`src/verilog/bbo_pkg.sv`:
```
// shared constants and types for the branch and bit operation unit
package bbo_pkg;

	// datapath widths
	localparam int BBO_PC_W = 16;
	localparam int BBO_OFS_W = 7;
	localparam int BBO_IO_AW = 6;
	localparam int BBO_DATA_W = 8;
	localparam int BBO_BIT_W = 3;

	// status register bit positions
	localparam int BBO_FLAG_C = 0;
	localparam int BBO_FLAG_Z = 1;
	localparam int BBO_FLAG_N = 2;
	localparam int BBO_FLAG_V = 3;
	localparam int BBO_FLAG_S = 4;
	localparam int BBO_FLAG_H = 5;
	localparam int BBO_FLAG_T = 6;
	localparam int BBO_FLAG_I = 7;

	// reset values
	localparam logic [BBO_DATA_W-1:0] BBO_DATA_RST = 8'h00;
	localparam logic [BBO_PC_W-1:0] BBO_PC_RST = 16'h0000;
	localparam logic [BBO_IO_AW-1:0] BBO_IO_RST = 6'h00;
	localparam logic [BBO_BIT_W-1:0] BBO_BIT_RST = 3'h0;

	// execution time in cycles
	localparam int BBO_CYC_SINGLE = 1;
	localparam int BBO_CYC_BR_TAKEN = 2;
	localparam int BBO_CYC_IO_BIT = 2;

	// branch target distance beyond the offset itself
	localparam logic [BBO_PC_W-1:0] BBO_PC_STEP = 16'h0001;

	// operations handled by this unit
	typedef enum logic [4:0] {
		BBO_OP_NONE = 5'h00,
		BBO_OP_BR_MINUS = 5'h01,
		BBO_OP_BR_PLUS = 5'h02,
		BBO_OP_BR_SGE = 5'h03,
		BBO_OP_BR_SLT = 5'h04,
		BBO_OP_BR_HSET = 5'h05,
		BBO_OP_BR_HCLR = 5'h06,
		BBO_OP_BR_TSET = 5'h07,
		BBO_OP_BR_IEN = 5'h08,
		BBO_OP_BR_IDIS = 5'h09,
		BBO_OP_SET_IO = 5'h0a,
		BBO_OP_CLR_IO = 5'h0b,
		BBO_OP_ROL = 5'h0c,
		BBO_OP_ROR = 5'h0d,
		BBO_OP_ASR = 5'h0e,
		BBO_OP_BST = 5'h0f,
		BBO_OP_BLD = 5'h10
	} bbo_op_t;

	// sequencer states, gray along idle -> branch wait only; idle -> io wait flips both bits
	typedef enum logic [1:0] {
		BBO_ST_IDLE = 2'h0,
		BBO_ST_BR_WAIT = 2'h1,
		BBO_ST_IO_WAIT = 2'h3
	} bbo_state_t;

endpackage

```
`src/verilog/bbo_core_if.sv`:
```
// signals between the sequencer and its branch and shift helpers
`timescale 1ns/100ps
interface bbo_core_if;
	import bbo_pkg::*;

	bbo_op_t op;
	logic [BBO_DATA_W-1:0] status_register;
	logic [BBO_PC_W-1:0] pc;
	logic [BBO_OFS_W-1:0] offset;
	logic [BBO_DATA_W-1:0] operand;
	logic br_is;
	logic br_taken;
	logic [BBO_PC_W-1:0] br_target;
	logic sh_is;
	logic [BBO_DATA_W-1:0] sh_result;
	logic [BBO_DATA_W-1:0] sh_status_register;

	modport top (output op, status_register, pc, offset, operand,
		input br_is, br_taken, br_target, sh_is, sh_result, sh_status_register);
	modport br (input op, status_register, pc, offset, output br_is, br_taken, br_target);
	modport sh (input op, status_register, operand, output sh_is, sh_result, sh_status_register);
endinterface

```
`src/verilog/bbo_exec.sv`:
```
// sequencer for relative branches, i/o bit writes, shifts and transfer bit moves
// Behaviour
// [RULE1] branch on minus jumps to pc plus offset plus one when n is set
// [RULE2] branch on plus jumps when n is clear; no flags; one or two cycles
// [RULE3] signed greater-or-equal branch jumps when n xor v is zero
// [RULE4] signed less-than branch jumps when n xor v is one; no flags
// [RULE5] half carry set branch jumps when h is one; one or two cycles
// [RULE6] half carry clear branch jumps when h is zero; flags untouched
// [RULE7] transfer bit set branch jumps when t is one; one or two cycles
// [RULE8] interrupts enabled branch jumps when i is one; no flag change
// [RULE9] interrupts disabled branch jumps when i is zero; no flag change
// [RULE10] set i/o bit writes one to chosen bit only; two cycles, no flags
// [RULE11] clear i/o bit writes zero to chosen bit only; two cycles, no flags
// [RULE12] rotate left through carry; updates z, c, n, v in one cycle
// [RULE13] rotate right through carry; updates z, c, n, v in one cycle
// [RULE14] arithmetic shift right keeps bit 7; updates z, c, n, v
// [RULE15] bit store copies chosen register bit into t, one cycle
// [RULE16] bit load copies t into chosen register bit, one cycle, no flags
// [RULE17] branch offset is a signed word count, forward or backward
//
// Chosen here: the register offsets and the plain strobed port.
`timescale 1ns/100ps
module bbo_exec (
	input wire logic clk_i,
	input wire logic rst_n_i,
	input wire logic start_i,
	input wire bbo_pkg::bbo_op_t op_i,
	input wire logic [bbo_pkg::BBO_OFS_W-1:0] offset_i,
	input wire logic [bbo_pkg::BBO_PC_W-1:0] pc_i,
	input wire logic [bbo_pkg::BBO_BIT_W-1:0] bit_sel_i,
	input wire logic [bbo_pkg::BBO_DATA_W-1:0] reg_data_i,
	input wire logic [bbo_pkg::BBO_IO_AW-1:0] io_addr_i,
	input wire logic [bbo_pkg::BBO_DATA_W-1:0] io_rdata_i,
	input wire logic [bbo_pkg::BBO_DATA_W-1:0] status_register_i,
	output logic busy_o,
	output logic done_o,
	output logic pc_load_o,
	output logic [bbo_pkg::BBO_PC_W-1:0] pc_target_o,
	output logic reg_we_o,
	output logic [bbo_pkg::BBO_DATA_W-1:0] reg_wdata_o,
	output logic status_register_we_o,
	output logic [bbo_pkg::BBO_DATA_W-1:0] status_register_wdata_o,
	output logic io_rd_o,
	output logic io_we_o,
	output logic [bbo_pkg::BBO_IO_AW-1:0] io_addr_o,
	output logic [bbo_pkg::BBO_DATA_W-1:0] io_wdata_o
);
	import bbo_pkg::*;

	bbo_core_if core ();

	bbo_state_t state_reg, state_next;
	logic busy_reg, busy_next;
	logic done_reg, done_next;
	logic pc_load_reg, pc_load_next;
	logic [BBO_PC_W-1:0] pc_target_reg, pc_target_next;
	logic reg_we_reg, reg_we_next;
	logic [BBO_DATA_W-1:0] reg_wdata_reg, reg_wdata_next;
	logic status_register_we_reg, status_register_we_next;
	logic [BBO_DATA_W-1:0] status_register_wdata_reg, status_register_wdata_next;
	logic io_rd_reg, io_rd_next;
	logic io_we_reg, io_we_next;
	logic [BBO_IO_AW-1:0] io_addr_reg, io_addr_next;
	logic [BBO_DATA_W-1:0] io_wdata_reg, io_wdata_next;
	logic io_set_reg, io_set_next;
	logic [BBO_BIT_W-1:0] bit_reg, bit_next;
	logic [BBO_DATA_W-1:0] io_mask;
	logic [BBO_DATA_W-1:0] reg_mask;

	// helpers see the issuing instruction directly
	assign core.op = op_i;
	assign core.status_register = status_register_i;
	assign core.pc = pc_i;
	assign core.offset = offset_i;
	assign core.operand = reg_data_i;

	bbo_branch_unit u_branch (
		.bus(core)
	);

	bbo_shift_unit u_shift (
		.bus(core)
	);

	// one-hot masks for the addressed bit
	assign reg_mask = 8'h01 << bit_sel_i;
	assign io_mask = 8'h01 << bit_reg;

	// next values; strobes fall back to zero unless raised this cycle
	always_comb begin
		state_next = state_reg;
		busy_next = busy_reg;
		done_next = 1'b0;
		pc_load_next = 1'b0;
		pc_target_next = pc_target_reg;
		reg_we_next = 1'b0;
		reg_wdata_next = reg_wdata_reg;
		status_register_we_next = 1'b0;
		status_register_wdata_next = status_register_wdata_reg;
		io_rd_next = 1'b0;
		io_we_next = 1'b0;
		io_addr_next = io_addr_reg;
		io_wdata_next = io_wdata_reg;
		io_set_next = io_set_reg;
		bit_next = bit_reg;
		case (state_reg)
			BBO_ST_IDLE: begin
				// a start while busy is never seen, since busy leaves idle
				if (start_i) begin
					if (core.br_is) begin
						// branches never touch the status flags (see [RULE6])
						if (core.br_taken) begin
							pc_load_next = 1'b1; // see [RULE1]
							pc_target_next = core.br_target;
							busy_next = 1'b1;
							state_next = BBO_ST_BR_WAIT; // see [RULE2]
						end else begin
							done_next = 1'b1; // see [RULE2]
						end
					end else if (core.sh_is) begin
						reg_we_next = 1'b1; // see [RULE12]
						reg_wdata_next = core.sh_result; // see [RULE13]
						status_register_we_next = 1'b1; // see [RULE14]
						status_register_wdata_next = core.sh_status_register;
						done_next = 1'b1;
					end else begin
						case (op_i)
							BBO_OP_SET_IO, BBO_OP_CLR_IO: begin
								// read first so the other bits survive (see [RULE10])
								io_rd_next = 1'b1;
								io_addr_next = io_addr_i;
								io_set_next = (op_i == BBO_OP_SET_IO);
								bit_next = bit_sel_i;
								busy_next = 1'b1;
								state_next = BBO_ST_IO_WAIT; // see [RULE11]
							end
							BBO_OP_BST: begin
								status_register_wdata_next = status_register_i;
								status_register_wdata_next[BBO_FLAG_T] = |(reg_data_i & reg_mask); // see [RULE15]
								status_register_we_next = 1'b1;
								done_next = 1'b1;
							end
							BBO_OP_BLD: begin
								if (status_register_i[BBO_FLAG_T]) begin
									reg_wdata_next = reg_data_i | reg_mask; // see [RULE16]
								end else begin
									reg_wdata_next = reg_data_i & ~reg_mask;
								end
								reg_we_next = 1'b1;
								done_next = 1'b1;
							end
							default: begin
								// foreign or empty op: nothing happens, no done
								done_next = 1'b0;
							end
						endcase
					end
				end
			end
			BBO_ST_BR_WAIT: begin
				// second cycle of a taken branch while fetch refills
				done_next = 1'b1; // see [RULE7]
				busy_next = 1'b0;
				state_next = BBO_ST_IDLE;
			end
			BBO_ST_IO_WAIT: begin
				// read data stands in the cycle the read strobe is high
				if (io_set_reg) begin
					io_wdata_next = io_rdata_i | io_mask; // see [RULE10]
				end else begin
					io_wdata_next = io_rdata_i & ~io_mask; // see [RULE11]
				end
				io_we_next = 1'b1;
				done_next = 1'b1;
				busy_next = 1'b0;
				state_next = BBO_ST_IDLE;
			end
			default: begin
				busy_next = 1'b0;
				state_next = BBO_ST_IDLE;
			end
		endcase
	end

	// state registers only
	always_ff @(posedge clk_i or negedge rst_n_i) begin
		if (!rst_n_i) begin
			state_reg <= BBO_ST_IDLE;
			busy_reg <= 1'b0;
			done_reg <= 1'b0;
			pc_load_reg <= 1'b0;
			pc_target_reg <= BBO_PC_RST;
			reg_we_reg <= 1'b0;
			reg_wdata_reg <= BBO_DATA_RST;
			status_register_we_reg <= 1'b0;
			status_register_wdata_reg <= BBO_DATA_RST;
			io_rd_reg <= 1'b0;
			io_we_reg <= 1'b0;
			io_addr_reg <= BBO_IO_RST;
			io_wdata_reg <= BBO_DATA_RST;
			io_set_reg <= 1'b0;
			bit_reg <= BBO_BIT_RST;
		end else begin
			state_reg <= state_next;
			busy_reg <= busy_next;
			done_reg <= done_next;
			pc_load_reg <= pc_load_next;
			pc_target_reg <= pc_target_next;
			reg_we_reg <= reg_we_next;
			reg_wdata_reg <= reg_wdata_next;
			status_register_we_reg <= status_register_we_next;
			status_register_wdata_reg <= status_register_wdata_next;
			io_rd_reg <= io_rd_next;
			io_we_reg <= io_we_next;
			io_addr_reg <= io_addr_next;
			io_wdata_reg <= io_wdata_next;
			io_set_reg <= io_set_next;
			bit_reg <= bit_next;
		end
	end

	// every output straight from a flip-flop
	assign busy_o = busy_reg;
	assign done_o = done_reg;
	assign pc_load_o = pc_load_reg;
	assign pc_target_o = pc_target_reg;
	assign reg_we_o = reg_we_reg;
	assign reg_wdata_o = reg_wdata_reg;
	assign status_register_we_o = status_register_we_reg;
	assign status_register_wdata_o = status_register_wdata_reg;
	assign io_rd_o = io_rd_reg;
	assign io_we_o = io_we_reg;
	assign io_addr_o = io_addr_reg;
	assign io_wdata_o = io_wdata_reg;
endmodule

```
`src/verilog/bbo_branch_unit.sv`:
```
// branch condition evaluation and relative target adder
`timescale 1ns/100ps
module bbo_branch_unit (
	bbo_core_if.br bus
);
	import bbo_pkg::*;

	logic [BBO_PC_W-1:0] ofs_ext;

	// signed word offset, so a branch may go backward too (see [RULE17])
	assign ofs_ext = {{(BBO_PC_W-BBO_OFS_W){bus.offset[BBO_OFS_W-1]}}, bus.offset};
	// target is branch address plus offset plus one (see [RULE1])
	assign bus.br_target = bus.pc + ofs_ext + BBO_PC_STEP;

	// condition per branch kind
	always_comb begin
		bus.br_is = 1'b1;
		bus.br_taken = 1'b0;
		case (bus.op)
			BBO_OP_BR_MINUS: bus.br_taken = bus.status_register[BBO_FLAG_N]; // see [RULE1]
			BBO_OP_BR_PLUS: bus.br_taken = ~bus.status_register[BBO_FLAG_N]; // see [RULE2]
			BBO_OP_BR_SGE: begin
				bus.br_taken = ~(bus.status_register[BBO_FLAG_N] ^ bus.status_register[BBO_FLAG_V]); // see [RULE3]
			end
			BBO_OP_BR_SLT: begin
				bus.br_taken = bus.status_register[BBO_FLAG_N] ^ bus.status_register[BBO_FLAG_V]; // see [RULE4]
			end
			BBO_OP_BR_HSET: bus.br_taken = bus.status_register[BBO_FLAG_H]; // see [RULE5]
			BBO_OP_BR_HCLR: bus.br_taken = ~bus.status_register[BBO_FLAG_H]; // see [RULE6]
			BBO_OP_BR_TSET: bus.br_taken = bus.status_register[BBO_FLAG_T]; // see [RULE7]
			BBO_OP_BR_IEN: bus.br_taken = bus.status_register[BBO_FLAG_I]; // see [RULE8]
			BBO_OP_BR_IDIS: bus.br_taken = ~bus.status_register[BBO_FLAG_I]; // see [RULE9]
			default: bus.br_is = 1'b0;
		endcase
	end
endmodule

```
`src/verilog/bbo_shift_unit.sv`:
```
// rotate and arithmetic shift with the z, c, n, v flag update
`timescale 1ns/100ps
module bbo_shift_unit (
	bbo_core_if.sh bus
);
	import bbo_pkg::*;

	logic carry_out;
	logic [BBO_DATA_W-1:0] res;

	// result and carry per shift kind
	always_comb begin
		bus.sh_is = 1'b1;
		res = bus.operand;
		carry_out = bus.status_register[BBO_FLAG_C];
		case (bus.op)
			BBO_OP_ROL: begin
				res = {bus.operand[6:0], bus.status_register[BBO_FLAG_C]}; // see [RULE12]
				carry_out = bus.operand[7];
			end
			BBO_OP_ROR: begin
				res = {bus.status_register[BBO_FLAG_C], bus.operand[7:1]}; // see [RULE13]
				carry_out = bus.operand[0];
			end
			BBO_OP_ASR: begin
				res = {bus.operand[7], bus.operand[7:1]}; // see [RULE14]
				carry_out = bus.operand[0];
			end
			default: bus.sh_is = 1'b0;
		endcase
	end

	assign bus.sh_result = res;

	// only z, c, n, v move; overflow is n xor c of the new values
	always_comb begin
		bus.sh_status_register = bus.status_register;
		bus.sh_status_register[BBO_FLAG_Z] = (res == BBO_DATA_RST); // see [RULE12]
		bus.sh_status_register[BBO_FLAG_C] = carry_out;
		bus.sh_status_register[BBO_FLAG_N] = res[7];
		bus.sh_status_register[BBO_FLAG_V] = res[7] ^ carry_out; // see [RULE14]
	end
endmodule

```
`config.mk`:
```
export PLATFORM = sky130hd
export DESIGN_NAME = bbo_exec
export DESIGN_NICKNAME = d
export VERILOG_FILES = /design/src/verilog/bbo_pkg.sv /design/src/verilog/bbo_core_if.sv /design/src/verilog/bbo_exec.sv /design/src/verilog/bbo_branch_unit.sv /design/src/verilog/bbo_shift_unit.sv
export SDC_FILE = /design/constraint.sdc
export NUM_CORES = 1
export LEC_CHECK = 0
export ABC_CLOCK_PERIOD_IN_PS = 1950
export BUFFER_PORTS_ARGS = -buffer_cell sky130_fd_sc_hd__buf_2
export CAP_MARGIN = 20
export CELL_PAD_IN_SITES_DETAIL_PLACEMENT = 1
export CELL_PAD_IN_SITES_GLOBAL_PLACEMENT = 1
export CORE_UTILIZATION = 30
export CTS_CLUSTER_SIZE = 10
export DETAILED_ROUTE_END_ITERATION = 12
export PLACE_DENSITY_LB_ADDON = 0.08
export SYNTH_ARGS = -nofsm -noshare
export SYNTH_HDL_FRONTEND = slang
export SYNTH_SLANG_ARGS = --single-unit
```
`constraint.sdc`:
```
create_clock -name clk_i -period 1.95 [get_ports clk_i]
set_clock_uncertainty 0.1 [all_clocks]
set_input_delay 0.0975 -clock clk_i [delete_from_list [all_inputs] [get_ports clk_i]]
set_output_delay 0.0975 -clock clk_i [all_outputs]
set_load 0.005 [all_outputs]
```
==> out/results.ini <==
[status]
status=complete, no violations

[synthesis]
synthCells=425
synthArstFlopShare_pct=100
synth-seq-cells=58
synth-edff-count=0
synth_flop_cell=dfrtp_1
netlist-cell-type-count=57
synth_fp_nets=505
syn_area_mm2=0.00393
avgSynthCellArea_um2=9.24
yosys_warnings=0
yosysSeqAreaShare_pct=37.0

[final_layout]
layout_common_cells=buf_2 (116), dfrtp_1 (58), buf_4 (52)
largest_reg_flops=16
layout_commonest_cell=buf_2
drive_gt1_share_pct=37.6
final_nets=676
n_antenna_cell=0
fin_cells=773
area_growth_pct=42.1

[route]
postRouteAntennaNets=0
drc=0
drtIter0Drc=116
vias=3805
dr.pass1.iters=4
vias_per_cell=4.92
wire_per_inst_um=15.5
wirelength_um=12000

[worst_setup_path]
crit_path_top_delay_cell=fa_2
worstPathRequired_ns=2.07
crit_path_max_incr_delay_ns=0.36
crit_path_start_kind=input port
cp_cell_sequence=buf_2, inv_6, ha_4, inv_2, fa_2, a211oi_2, o21ai_2, a31o_2, a31oi_2, xnor2_1, mux2_4
rr_worst_depth=5
crit_arrival_ns=1.92
rr_endpoint=pc_target_o[7]$_DFFE_PN0P_
rrSetupSlack_ns=0.15
end_kind=register
critical_path_class=in2reg
path_max_fanout=4
reg2reg_from=state_reg[0]$_DFFE_PN0P_

[min_path]
hold_start=offset_i[0]
whs_path_depth=4
hp-class=in2reg
whs_endpoint=pc_target_o[0]$_DFFE_PN0P_

[place]
hpwl_um=9030
dpl.cell_count=738
gp_congestion=0.840
dp_slack_ns=-0.221
port_buffers=116

[cts]
clk_pin_slew_worst_paths_ns=0.06
cts_sinks=58
clockBufferDepth=2
clk_latency_ns=0.33
cts_setup_buffers=0
cts_buffers=9
cts_htree_levels=3
clk_root_buffer_cell=clkbuf_16
cts_tree=done

[global_route]
grt_start_max_net_pins=59
groute.usage.overall_pct=19.0
antenna_found_initial=1
grt_pass1_vias=3865
grt_overflow_total=0
grt_pass1_wl_um=19600

[sta]
setup_ws_ns=0.148
fin_hold_ws_ns=0.0250
worst_pin_slew_ns=0.634
hold_viol_final=0
post-route-period-util_pct=92.4
finalSetupViolCount=0
period_minus_slack_ns=1.80
slew_headroom_pct=57.8
finalMaxSlewViolations=0
rsz0062_at_grt=false
clock.fmax_mhz=555

[floorplanning]
dieHeight_um=116
ioPinCount=117
chipWidth_um=116
core_mm2=0.0127
initial_core_util_pct=31.0
die-area_mm2=0.0135
rows=41

[pwr]
leakage_nw=2.68
vdd_ir_drop_max_uv=620
power_mw=4.98
p_per_area_mw_per_mm2=893

[job]
drv_cap=0

## worst max path at each step
stage | startpoint | endpoint | slack [ns] | depth (start not counted)
after floorplan | pc_i[0] | pc_target_o[10]$_DFFE_PN0P_ | 0.004 | 10
after CTS | pc_i[0] | pc_target_o[10]$_DFFE_PN0P_ | 0.11 | 11
final | pc_i[0] | pc_target_o[10]$_DFFE_PN0P_ | 0.15 | 11
after global routing | pc_i[0] | pc_target_o[10]$_DFFE_PN0P_ | 0.04 | 11
after detailed placement | pc_i[0] | pc_target_o[10]$_DFFE_PN0P_ | -0.22 | 11
after global placement | pc_i[0] | pc_target_o[10]$_DFFE_PN0P_ | -0.18 | 11
## per-layer routing
metal / GRT usage, % / vias up / wire (um)
li1: - / 1881 / -
met1: 24.9 / 1843 / 5630
met2: 31.0 / 67 / 5770
met3: 3.94 / 12 / 460
met4: 6.67 / 2 / 143
met5: 0 / - / 8
## cells in the mapped netlist, types with 2 or more instances
master    number  area, um2
nor4_1         2       12.5
clkbuf_1      20       75.1
buf_2          5       25.0
xnor2_1        8       70.1
nor3b_1        5       37.5
nand4_1        3       18.8
nand3b_1       3       22.5
inv_1         16       60.1
nor3_1         6       30.0
and3b_1        2       17.5
nor2b_1       10       62.6
a31oi_1        7       43.8
nand3_1        9       45.0
ha_1          15        188
mux2_2        14        158
nand2_1       43        161
a21o_1         7       52.6
a211oi_1       7       52.6
o22ai_1        5       31.3
o21ai_0       23        115
xor2_1         4       35.0
o211ai_1       5       37.5
nand2b_1       2       12.5
a221oi_1       2       17.5
mux2_4         9        135
o221ai_1       2       17.5
a31o_2         2       17.5
nor2_1        32        120
mux2i_1       26        260
o31ai_1        4       30.0
a221o_1        3       30.0
dfrtp_1       58       1450
o21a_1         4       30.0
o211a_1        2       20.0
a21oi_1       35        175
buf_6          2       22.5
and3_1         3       18.8
## cell type report
| type | count | area, um2 |
|---|---|---|
| multi-input combinational | 321 | 2300 |
| timing repair buffer | 190 | 1220 |
| sequential | 58 | 1450 |
| tap | 172 | 215 |
| fill | 1522 | 7090 |
| clock inverter | 7 | 101 |
| clock buffer | 9 | 225 |
| inverter | 16 | 67.6 |
## stage by stage
| step | utilization, % | setup TNS [ns] | cell area (um2) |
|---|---|---|---|
| floorplan | - | 0 | 3950 |
| global placement | 39.8 | -0.605 | 5040 |
| detailed placement | 39.8 | -0.803 | 5040 |
| CTS | 43.9 | 0 | 5560 |
| global route | 44.0 | 0 | 5580 |
| finish | 44.0 | 0 | 5580 |
## repair_timing
item | 4_1_cts | 5_1_grt
setup endpoints to repair | 0 | 2
endpoints found under the hold margin | 76 | 0
resized for setup | 0 | 3
hold buffers | 19 | 0
## cells by family after synthesis
kind of cell / Yosys count / synth area share, %
AO/OA/AOI/OAI: 118 / 19.7
multiplexers: 50 / 14.4
adder cells (fa/ha/maj): 16 / 5.29
buffers and inverters: 46 / 5.48
AND/OR/NAND/NOR: 125 / 15.5
XOR/XNOR: 12 / 2.68
flip-flops: 58 / 37.0
## critical path: cells and delay by family
family	cells	cell delay, ns
AOI/OAI and AO/OA	4	0.79
adders and majority gates	2	0.48
muxes	1	0.25
buffers and inverters	3	0.21
xor gates and xnor gates	1	0.09
## report_power, final
group          total [mW]  internal, mW  leakage [nW]  switching, mW
Clock                1.76          1.13         0.153          0.634
Combinational        1.49         0.825          1.83          0.666
Sequential           1.73          1.52         0.695          0.208
Total                4.98          3.47          2.68           1.51
Note: power is estimated with default switching activity, not from simulation.
